### src/capture_compare_pkg.sv
// Package for the dual capture/compare/PWM unit: register map, field layout,
// mode codes and reset values. Assumes a 32-bit APB slave on a word-aligned map.
package capture_compare_pkg;

  // Register indices; byte address is four times the index
  localparam logic [7:0] IDX_FLAGS_ONE    = 8'h0c;
  localparam logic [7:0] IDX_FLAGS_TWO    = 8'h0d;
  localparam logic [7:0] IDX_ENABLES_ONE  = 8'h8c;
  localparam logic [7:0] IDX_CAP_ONE_LOW  = 8'h15;
  localparam logic [7:0] IDX_CAP_ONE_HIGH = 8'h16;
  localparam logic [7:0] IDX_CTRL_ONE     = 8'h17;
  localparam logic [7:0] IDX_CAP_TWO_LOW  = 8'h1b;
  localparam logic [7:0] IDX_CAP_TWO_HIGH = 8'h1c;
  localparam logic [7:0] IDX_CTRL_TWO     = 8'h1d;

  // Flag bit positions
  localparam int FLAG_ONE_BIT = 2;
  localparam int FLAG_TWO_BIT = 0;

  // Reset values
  localparam logic [7:0]  FLAGS_RESET   = 8'h00;
  localparam logic [7:0]  ENABLES_RESET = 8'h00;
  localparam logic [5:0]  CTRL_RESET    = 6'h00;
  localparam logic [15:0] CAP_RESET     = 16'h0000;
  localparam logic [3:0]  PRESC_RESET   = 4'h0;

  // Mode field codes
  localparam logic [3:0] MODE_OFF        = 4'h0;
  localparam logic [3:0] MODE_CAP_FALL   = 4'h4;
  localparam logic [3:0] MODE_CAP_RISE   = 4'h5;
  localparam logic [3:0] MODE_CAP_RISE4  = 4'h6;
  localparam logic [3:0] MODE_CAP_RISE16 = 4'h7;
  localparam logic [3:0] MODE_CMP_SET    = 4'h8;
  localparam logic [3:0] MODE_CMP_CLEAR  = 4'h9;
  localparam logic [3:0] MODE_CMP_SOFT   = 4'ha;
  localparam logic [3:0] MODE_CMP_TRIG   = 4'hb;

  // Prescaler terminal counts
  localparam logic [1:0] PRESC_LAST4  = 2'h3;
  localparam logic [3:0] PRESC_LAST16 = 4'hf;

  // Unit control register contents (bits 7:6 read as zero)
  typedef struct packed {
    logic [1:0] duty_low_bits;
    logic [3:0] mode_field;
  } unit_ctrl_s;

endpackage : capture_compare_pkg

### src/capture_compare_pwm_unit.sv
// Two capture/compare units with APB register access and Timer1 time base.
// Assumes timer1_count on pclk; unit pins arrive asynchronously from pads.
//
// What this block does
// - Selected pin event copies full 16-bit Timer1 count into capture value.
// - Modes 0100 falling, 0101 rising, 0110 every 4th, 0111 every 16th rise.
// - Mode 0000 disables the unit: pin output low, prescaler cleared, capture value kept.
// - Mode 1000 drives pin high, 1001 low on match; both set flag.
// - Mode 1010 match only sets the flag, pin untouched.
// - Mode 1011 sets flag, clears Timer1; unit two also starts enabled A/D.
// - Modes 11xx have no logic; control bits 5:4 only store two low duty bits.
// - Every capture sets the unit flag, which stays until software clears.
// - A newer capture overwrites an unread earlier value.
// - Pin driven as output still feeds edge detection, so port writes capture.
// - Mode change may set flag spuriously; software masks and clears it.
// - Prescaler clears when unit off, not capturing, or on reset.
// - Switching between capture prescales keeps the prescaler count.
// - Compare continuously; flag and pin action land in same cycle.
// - Each 16-bit value is two separately accessible byte registers.
// - Units identical except only unit two trigger starts A/D.
// - Both units share Timer1 as time base.
// - Special event clears Timer1 without setting the overflow flag.
`timescale 1ns/10ps

module capture_compare_pwm_unit
  import capture_compare_pkg::*;
#(
  parameter int UNITS = 2
) (
  input  wire logic        pclk,
  input  wire logic        presetn,
  input  wire logic        psel,
  input  wire logic        penable,
  input  wire logic        pwrite,
  input  wire logic [11:0] paddr,
  input  wire logic [31:0] pwdata,
  output logic      [31:0] prdata,
  output logic             pready,
  output logic             pslverr,
  input  wire logic [15:0] timer1_count,
  input  wire logic        adc_enabled,
  input  wire logic [1:0]  unit_pin_in,
  output logic      [1:0]  unit_pin_out,
  output logic             timer1_clear,
  output logic             adc_start
);

  // Per-unit state
  unit_ctrl_s  ctrl      [UNITS];
  logic [15:0] cap       [UNITS];
  logic [3:0]  presc     [UNITS];
  logic        pin_meta  [UNITS];
  logic        pin_sync  [UNITS];
  logic        pin_prev  [UNITS];
  logic [UNITS-1:0] unit_set;
  logic [UNITS-1:0] unit_trig;

  // Shared registers
  logic [7:0]  flags_one;
  logic        flag_two;
  logic [7:0]  enables_one;

  // APB decode
  logic [9:0]  word_idx;
  logic        access;
  logic        wr_en;
  logic        hit_flags_one;
  logic        hit_flags_two;
  logic        hit_enables;
  logic [UNITS-1:0] hit_ctrl;
  logic [UNITS-1:0] hit_low;
  logic [UNITS-1:0] hit_high;
  logic        mapped;
  logic [7:0]  read_byte;

  assign word_idx      = paddr[11:2];
  assign access        = psel & penable & ~pready;
  assign wr_en         = psel & penable & pready & pwrite;
  assign hit_flags_one = word_idx == {2'b00, IDX_FLAGS_ONE};
  assign hit_flags_two = word_idx == {2'b00, IDX_FLAGS_TWO};
  assign hit_enables   = word_idx == {2'b00, IDX_ENABLES_ONE};
  assign hit_ctrl      = {word_idx == {2'b00, IDX_CTRL_TWO},
                          word_idx == {2'b00, IDX_CTRL_ONE}};
  assign hit_low       = {word_idx == {2'b00, IDX_CAP_TWO_LOW},
                          word_idx == {2'b00, IDX_CAP_ONE_LOW}};
  assign hit_high      = {word_idx == {2'b00, IDX_CAP_TWO_HIGH},
                          word_idx == {2'b00, IDX_CAP_ONE_HIGH}};
  assign mapped        = hit_flags_one | hit_flags_two | hit_enables |
                         (|hit_ctrl) | (|hit_low) | (|hit_high);

  // Read data selection
  assign read_byte =
      hit_flags_one ? flags_one :
      hit_flags_two ? {7'h00, flag_two} :
      hit_enables   ? enables_one :
      hit_ctrl[0]   ? {2'b00, ctrl[0]} :
      hit_ctrl[1]   ? {2'b00, ctrl[1]} :
      hit_low[0]    ? cap[0][7:0] :
      hit_low[1]    ? cap[1][7:0] :
      hit_high[0]   ? cap[0][15:8] :
      hit_high[1]   ? cap[1][15:8] : 8'h00;

  // APB answer: one wait cycle, then ready with data
  always_ff @(posedge pclk or negedge presetn) begin
    if (!presetn) begin
      pready  <= 1'b0;
      prdata  <= 32'h0000_0000;
      pslverr <= 1'b0;
    end else begin
      pready  <= access;
      prdata  <= access ? {24'h00_0000, read_byte} : 32'h0000_0000;
      pslverr <= access & ~mapped;
    end
  end

  // Flag registers: hardware set beats software clear
  // Mode writes alone set a flag only through an immediate compare match
  logic [7:0] next_flags_one;
  logic       next_flag_two;
  always_comb begin
    next_flags_one = flags_one;
    next_flag_two  = flag_two;
    if (wr_en && hit_flags_one) next_flags_one = pwdata[7:0];
    if (wr_en && hit_flags_two) next_flag_two  = pwdata[FLAG_TWO_BIT];
    if (unit_set[0]) next_flags_one[FLAG_ONE_BIT] = 1'b1;
    if (unit_set[1]) next_flag_two = 1'b1;
  end

  always_ff @(posedge pclk or negedge presetn) begin
    if (!presetn) begin
      flags_one   <= FLAGS_RESET;
      flag_two    <= 1'b0;
      enables_one <= ENABLES_RESET;
    end else begin
      flags_one   <= next_flags_one;
      flag_two    <= next_flag_two;
      enables_one <= (wr_en && hit_enables) ? pwdata[7:0] : enables_one;
    end
  end

  // Special event outputs; overflow flag is never touched here
  always_ff @(posedge pclk or negedge presetn) begin
    if (!presetn) begin
      timer1_clear <= 1'b0;
      adc_start    <= 1'b0;
    end else begin
      timer1_clear <= |unit_trig;
      adc_start    <= unit_trig[1] & adc_enabled;
    end
  end

  // Identical per-unit logic
  genvar u;
  generate
    for (u = 0; u < UNITS; u++) begin : g_unit
      logic [3:0] mode;
      logic       is_off;
      logic       is_capture;
      logic       is_compare;
      logic       rise;
      logic       fall;
      logic       cap_event;
      logic       match;
      logic [3:0] next_presc;
      logic [15:0] next_cap;

      assign mode       = ctrl[u].mode_field;
      assign is_off     = mode == MODE_OFF;
      assign is_capture = mode[3:2] == 2'b01;
      assign is_compare = mode[3:2] == 2'b10;
      // Edges seen on the pad level, whether driven out or in
      assign rise       = pin_sync[u] & ~pin_prev[u];
      assign fall       = ~pin_sync[u] & pin_prev[u];

      // Event qualification per mode
      assign cap_event  = is_capture & (
          (mode == MODE_CAP_FALL) & fall |
          (mode == MODE_CAP_RISE) & rise |
          (mode == MODE_CAP_RISE4) & rise & (presc[u][1:0] == PRESC_LAST4) |
          (mode == MODE_CAP_RISE16) & rise & (presc[u] == PRESC_LAST16));

      // Compare against shared Timer1 every cycle
      assign match      = is_compare & (cap[u] == timer1_count);
      assign unit_set[u]  = cap_event | match;
      assign unit_trig[u] = match & (mode == MODE_CMP_TRIG);

      // Prescaler kept across capture modes, cleared otherwise
      assign next_presc = !is_capture ? PRESC_RESET :
                          rise ? presc[u] + 4'h1 : presc[u];

      // Capture value: pin capture wins over a same-cycle byte write
      always_comb begin
        next_cap = cap[u];
        if (wr_en && hit_low[u])  next_cap[7:0]  = pwdata[7:0];
        if (wr_en && hit_high[u]) next_cap[15:8] = pwdata[7:0];
        if (cap_event) next_cap = timer1_count;
      end

      // Pin synchronizer
      always_ff @(posedge pclk or negedge presetn) begin
        if (!presetn) begin
          pin_meta[u] <= 1'b0;
          pin_sync[u] <= 1'b0;
          pin_prev[u] <= 1'b0;
        end else begin
          pin_meta[u] <= unit_pin_in[u];
          pin_sync[u] <= pin_meta[u];
          pin_prev[u] <= pin_sync[u];
        end
      end

      // Control, prescaler and capture registers
      always_ff @(posedge pclk or negedge presetn) begin
        if (!presetn) begin
          ctrl[u]  <= CTRL_RESET;
          presc[u] <= PRESC_RESET;
          cap[u]   <= CAP_RESET;
        end else begin
          ctrl[u]  <= (wr_en && hit_ctrl[u]) ? pwdata[5:0] : ctrl[u];
          presc[u] <= next_presc;
          cap[u]   <= next_cap;
        end
      end

      // Output latch: low while off, set or cleared on match
      always_ff @(posedge pclk or negedge presetn) begin
        if (!presetn) begin
          unit_pin_out[u] <= 1'b0;
        end else if (is_off) begin
          unit_pin_out[u] <= 1'b0;
        end else if (match && mode == MODE_CMP_SET) begin
          unit_pin_out[u] <= 1'b1;
        end else if (match && mode == MODE_CMP_CLEAR) begin
          unit_pin_out[u] <= 1'b0;
        end
      end
    end
  endgenerate

endmodule : capture_compare_pwm_unit

### config.mk
export PLATFORM = sky130hd
export DESIGN_NAME = capture_compare_pwm_unit
export DESIGN_NICKNAME = d
export VERILOG_FILES = /design/src/capture_compare_pkg.sv /design/src/capture_compare_pwm_unit.sv
export SDC_FILE = /design/constraint.sdc
export NUM_CORES = 1
export LEC_CHECK = 0
export BUFFER_PORTS_ARGS = -buffer_cell sky130_fd_sc_hd__buf_2
export CORE_MARGIN = 1.5
export CORE_UTILIZATION = 35
export CTS_CLUSTER_DIAMETER = 120
export CTS_CLUSTER_SIZE = 40
export DETAILED_ROUTE_END_ITERATION = 8
export RECOVER_POWER = 50
export SLEW_MARGIN = 20
export SYNTH_ARGS = -nofsm -noshare
export SYNTH_HDL_FRONTEND = slang
export SYNTH_SLANG_ARGS = --single-unit
### constraint.sdc
create_clock -name pclk -period 2.8 [get_ports pclk]
set_input_delay 0.56 -clock pclk [delete_from_list [all_inputs] [get_ports pclk]]
set_output_delay 0.56 -clock pclk [all_outputs]
set_load 0.005 [all_outputs]
# == Word level (Yosys, flattened, before mapping) ==
# Index checks and enable logic that the tools add are counted.
# totals
regBits,89
latch_bits,0
ram_bits,0
romBits,0
in_bits,68
memories,0
# classes
addsub,2
n_mul,0
div,0
order_cmp,0
eq_ne,35
shift,0
muxes,30
n_bitwise,47
reduce_logical,27
# ops
op,count
8-bit two-way mux,14
"10-bit by 5-bit equality test with 1-bit output, second input constant",6
16-bit equality test,2
"4-bit by 3-bit equality test with 1-bit output, second input constant",8
"4-bit equality test, second input constant",8
16-bit two-way mux,2
1-bit AND,28
"10-bit by 4-bit equality test with 1-bit output, second input constant",2
4-bit two-way mux,4
1-bit logical AND,13
1-bit OR,13
2-bit nonzero test,6
"10-bit by 8-bit equality test with 1-bit output, second input constant",1
1-bit two-way mux,9
"4-bit by 1-bit adder with 4-bit output, second input constant",2
"2-bit equality test, second input constant",4
4-bit zero test,2
2-bit OR reduction,4
1-bit inverter,6
3-bit nonzero test,2
"2-bit by 1-bit equality test with 1-bit output, second input constant",2
"2-bit by 1-bit != test with 1-bit output, second input constant",2
3-bit two-way mux,1

# == Logic depth before layout (Yosys ltp) ==
# logic_depth
word_depth,11
mapped_depth,7

# == Worst setup path before layout ==
# OpenSTA, ideal clock, no wires.
# synth_path
path_type,input -> register
from,input port paddr[3]
to,register cap[10] (netlist bit)
setup_ns,0.137
arrival_time_ns,2.208
required_ns,2.663
setup_slack_ns,0.454
path_stages,6
cell_sequence,buf_6 -> or4b_2 -> nor3_1 -> nand2_2 -> mux2i_1 -> a21oi_1
# synth_via
elab_chain_len,3
# synth_lines
item,line_no,rtl
from (decl),capture_compare_pwm_unit.sv:35,"input wire logic [11:0] paddr,"
10-bit by 5-bit equality test with 1-bit output,capture_compare_pwm_unit.sv:86,"assign hit_high = {word_idx == {2'b00, IDX_CAP_TWO_HIGH},"
1-bit logical AND,capture_compare_pwm_unit.sv:195,if (wr_en && hit_high[u]) next_cap[15:8] = pwdata[7:0];
2-bit nonzero test (no source line),-,
"to (signal, indexed assignment)",capture_compare_pwm_unit.sv:221,cap[u] <= next_cap;
to (decl),capture_compare_pwm_unit.sv:50,logic [15:0] cap [UNITS];
# No other way between the ends.
# A chain may end at the register's enable or synchronous reset.

# == Final worst setup path ==
# layout_path
from,input port paddr[9]
to,register cap[25] (netlist bit)
# layout_via
elab_chain_len,3
# layout_lines
item,line_no,rtl
10-bit by 5-bit equality test with 1-bit output,capture_compare_pwm_unit.sv:87,"word_idx == {2'b00, IDX_CAP_ONE_HIGH}};"
1-bit logical AND,capture_compare_pwm_unit.sv:195,
2-bit nonzero test (no source line),-,
# No other way between the ends.

==> flow_summary.yaml <==
global_routing:
  grt_start_max_net_pins: 51
  grt_util_all_layers_pct: 18.1
  grt_pass1_wl_mm: 22.4
  antenna_found_initial: 0
  overflow: 0
  grt_pass1_vias: 4042
yosys:
  ys_async_sr_fraction_pct: 100
  synth_seq_cells: 89
  synth_cells: 512
  ys_types: 64
  syn_avg_cell_area_um2: 10.6
  yosysSeqAreaShare_pct: 41.0
  synthFlopType: "dfrtp_1"
  syn_area_um2: 5430
  ys.warnings.count: 0
  synth_edf_count: 0
cts:
  postCtsHoldBufs: 0
  ctsResizeCount: 0
  clockBufferDepth: 2
  clock-sinks: 89
  cts_tree: "built"
  cts_setup_buffers: 0
  htree_levels: 3
  cts_inserted_buffers: 9
  clock_latency_ps: 350
  cts-root-buf: "clkbuf_16"
  clk_pin_slew_worst_paths_ps: 60
route:
  vias: 4124
  wl_mm: 14.1
  drt-vias-per-instance: 5.37
  firstDrtPassIters: 4
  wl_per_cell_um: 18.4
  drt_iter0_markers: 345
  drc: 0
  detail-route-antenna-nets: 0
die:
  design.die.area_um2: 16300
  core.rowCount: 45
  start_util_pct: 35.7
  core_um2: 15200
  die_y_um: 128
  die_x_um: 128
  io_pins: 106
layout:
  areaGrowthSynthToFinish_pct: 13.8
  fin_cells: 768
  diodes: 0
  drive_above_1_share_pct: 29.3
  fin_nets: 645
  final_core_util_pct: 40.7
timing:
  worst_pin_slew_ps: 1230
  finalCritPeriodShare_pct: 81.9
  fin_crit_ps: 2290
  fin_skew_ps: 6.83
  fmax_ghz: 0.436
  timing.setup.tns_ps: 0
  relSlewSlack_pct: 17.9
  hold_viol: 0
  setup_viol: 0
  rsz0062_at_grt: "no"
  slew_viol_final: 0
  hold_slack_ps: 311
pwr:
  internal_power_uw: 2140
  seqPwrFrac_pct: 47.1
  p_clk_share_pct: 42.0
  p_sw_uw: 719
  power_frac_comb_pct: 10.8
  total_leakage_power_uw: 0.00287
  p_per_area_nw_per_um2: 463
  vdd_ir_drop_max_uv: 267
  sw_frac_of_total_pct: 25.1
setup_path:
  crit_top_cell: "mux2_4"
  critical-path-max-stage-delay_ps: 410
  cp_cell_sequence: "buf_2, nor4b_4, nand2_2, or3_1, buf_4, mux2_4, mux2_4"
  cp-start-kind: "primary input"
  arrival_ps: 2530
  cp.required_ps: 3040
  path_max_fanout: 14
  cpMaxStageDelayCell: "nor4b_4"
  cp-end-kind: "register"
  critPathKind: "in2reg"
placed_design:
  place_inst: 752
  hpwl_mm: 10.6
  io_buffers: 55
  gp_congestion: 0.900
hold_path:
  hold_path_class: "in2reg"
outcome:
  status: "complete, no violations"
job:
  max_cap_viol_count: 0
[state kept, by name, summed over array words and instances, names as in the netlist]
signal and count:
timer1_clear 1, pin_sync 2, flag_two 1, cap 32, flags_one 8, adc_start 1, enables_one 8, unit_pin_out 2
ctrl 4, pin_meta 2, g_unit.mode 8, pready 1, presc 8, pslverr 1, pin_prev 2, prdata 8
[worst max-delay path: cells and delay by family]
| kind | cells | cell delay [ps] |
|---|---|---|
| buffers and inverters | 2 | 400 |
| multiplexers | 2 | 570 |
| AND/OR/NAND/NOR | 3 | 980 |
[layer usage]
metal	track usage [%]	vias up	wire length (um)
met4	7.80	0	298
met5	0	-	0
li1	-	1935	-
met3	3.43	17	874
met1	25.4	2044	6610
met2	27.3	128	6360
[logic make-up (layout without fill, tap and decap cells)]
group	count (synthesis)	in the layout	share of synthesized area [%]
AO/OA/AOI/OAI	100	100	11.7
XOR/XNOR	38	38	6.12
multiplexers	90	90	20.2
other	1	24	0.0690
flip-flops	89	89	41.0
adder cells (fa/ha/maj)	2	2	0.460
AND/OR/NAND/NOR	141	141	14.9
buffers and inverters	51	96	5.64
[path summary, 6_finish.rpt]
kind	startpoint	cells past startpoint	endpoint	slack, ps
min in group asynchronous	presetn	1	enables_one[0]	470
max in group asynchronous	presetn	2	cap[17]	930
worst min-delay path	unit_pin_in[1]	1	pin_meta[0]	310
worst min register to register	pin_meta[0]	0	pin_sync[0]	350
worst max-delay path	paddr[9]	7	cap[25]	510
worst max register to register	cap[8]	6	adc_start	750
[cells in the final DEF, fill, tap and decap left out, types with 4 or more instances in the layout]
cell / netlist / final
mux2_2: 28 / 28
nand4_1: 8 / 8
nand3_1: 10 / 10
nor2b_1: 7 / 7
o21a_1: 5 / 5
xnor2_1: 30 / 30
mux2i_1: 30 / 30
dfrtp_1: 89 / 89
nand2b_1: 5 / 5
nand2_1: 30 / 30
conb_1: 1 / 24
clkbuf_1: 18 / 4
a221oi_1: 6 / 6
o22ai_1: 9 / 9
nor4_1: 4 / 4
inv_1: 4 / 4
or3_1: 5 / 5
or3b_2: 7 / 7
nor2_1: 32 / 32
nor3_1: 6 / 6
o21ai_0: 21 / 21
mux2_4: 32 / 32
xor2_1: 8 / 8
a21oi_1: 29 / 29
clkbuf_16: 0 / 9
buf_2: 2 / 54
buf_4: 24 / 19
[stage by stage]
stage	setup slack [ps]	cell area [um2]	total power, uW
2_1_floorplan	454	5520	1560
3_3_place_gp	176	5920	1680
3_5_place_dp	175	5920	1690
4_1_cts	539	6210	2900
5_1_grt	416	6180	2970
6_report	507	6180	2860
[power groups by stage]
stage | clock network (uW) | registers, uW | logic, uW
final | 1200 | 1350 | 311
after global routing | 1280 | 1350 | 344
after CTS | 1240 | 1350 | 316
after detailed placement | 0 | 1370 | 314
after global placement | 0 | 1370 | 310
after floorplan | 0 | 1360 | 200
[area by class of cell]
type,instances,area [um2]
Sequential cell,89,2230
Multi-Input combinational cell,395,2990
Clock buffer,12,236
Tap cell,188,235
Timing Repair Buffer,76,427
Inverter,4,15.0
Clock inverter,4,53.8
Fill cell,1477,9020
[Yosys cell counts, types with 4 or more instances]
| cell type | number | share of area, % |
|---|---|---|
| dfrtp_1 | 89 | 41 |
| mux2_4 | 32 | 8.8 |
| nor2_1 | 32 | 2.2 |
| mux2i_1 | 30 | 5.5 |
| nand2_1 | 30 | 2.1 |
| xnor2_1 | 30 | 4.8 |
| a21oi_1 | 29 | 2.7 |
| mux2_2 | 28 | 5.8 |
| buf_4 | 24 | 3.3 |
| o21ai_0 | 21 | 1.9 |
| clkbuf_1 | 18 | 1.2 |
| nand3_1 | 10 | 0.92 |
| o22ai_1 | 9 | 1.0 |
| nand4_1 | 8 | 0.92 |
| xor2_1 | 8 | 1.3 |
| nor2b_1 | 7 | 0.81 |
| or3b_2 | 7 | 1.1 |
| a221oi_1 | 6 | 0.97 |
| nor3_1 | 6 | 0.55 |
| nand2b_1 | 5 | 0.58 |
| o21a_1 | 5 | 0.69 |
| or3_1 | 5 | 0.58 |
| inv_1 | 4 | 0.28 |
| nor4_1 | 4 | 0.46 |
(Power assumes the default switching activity.)
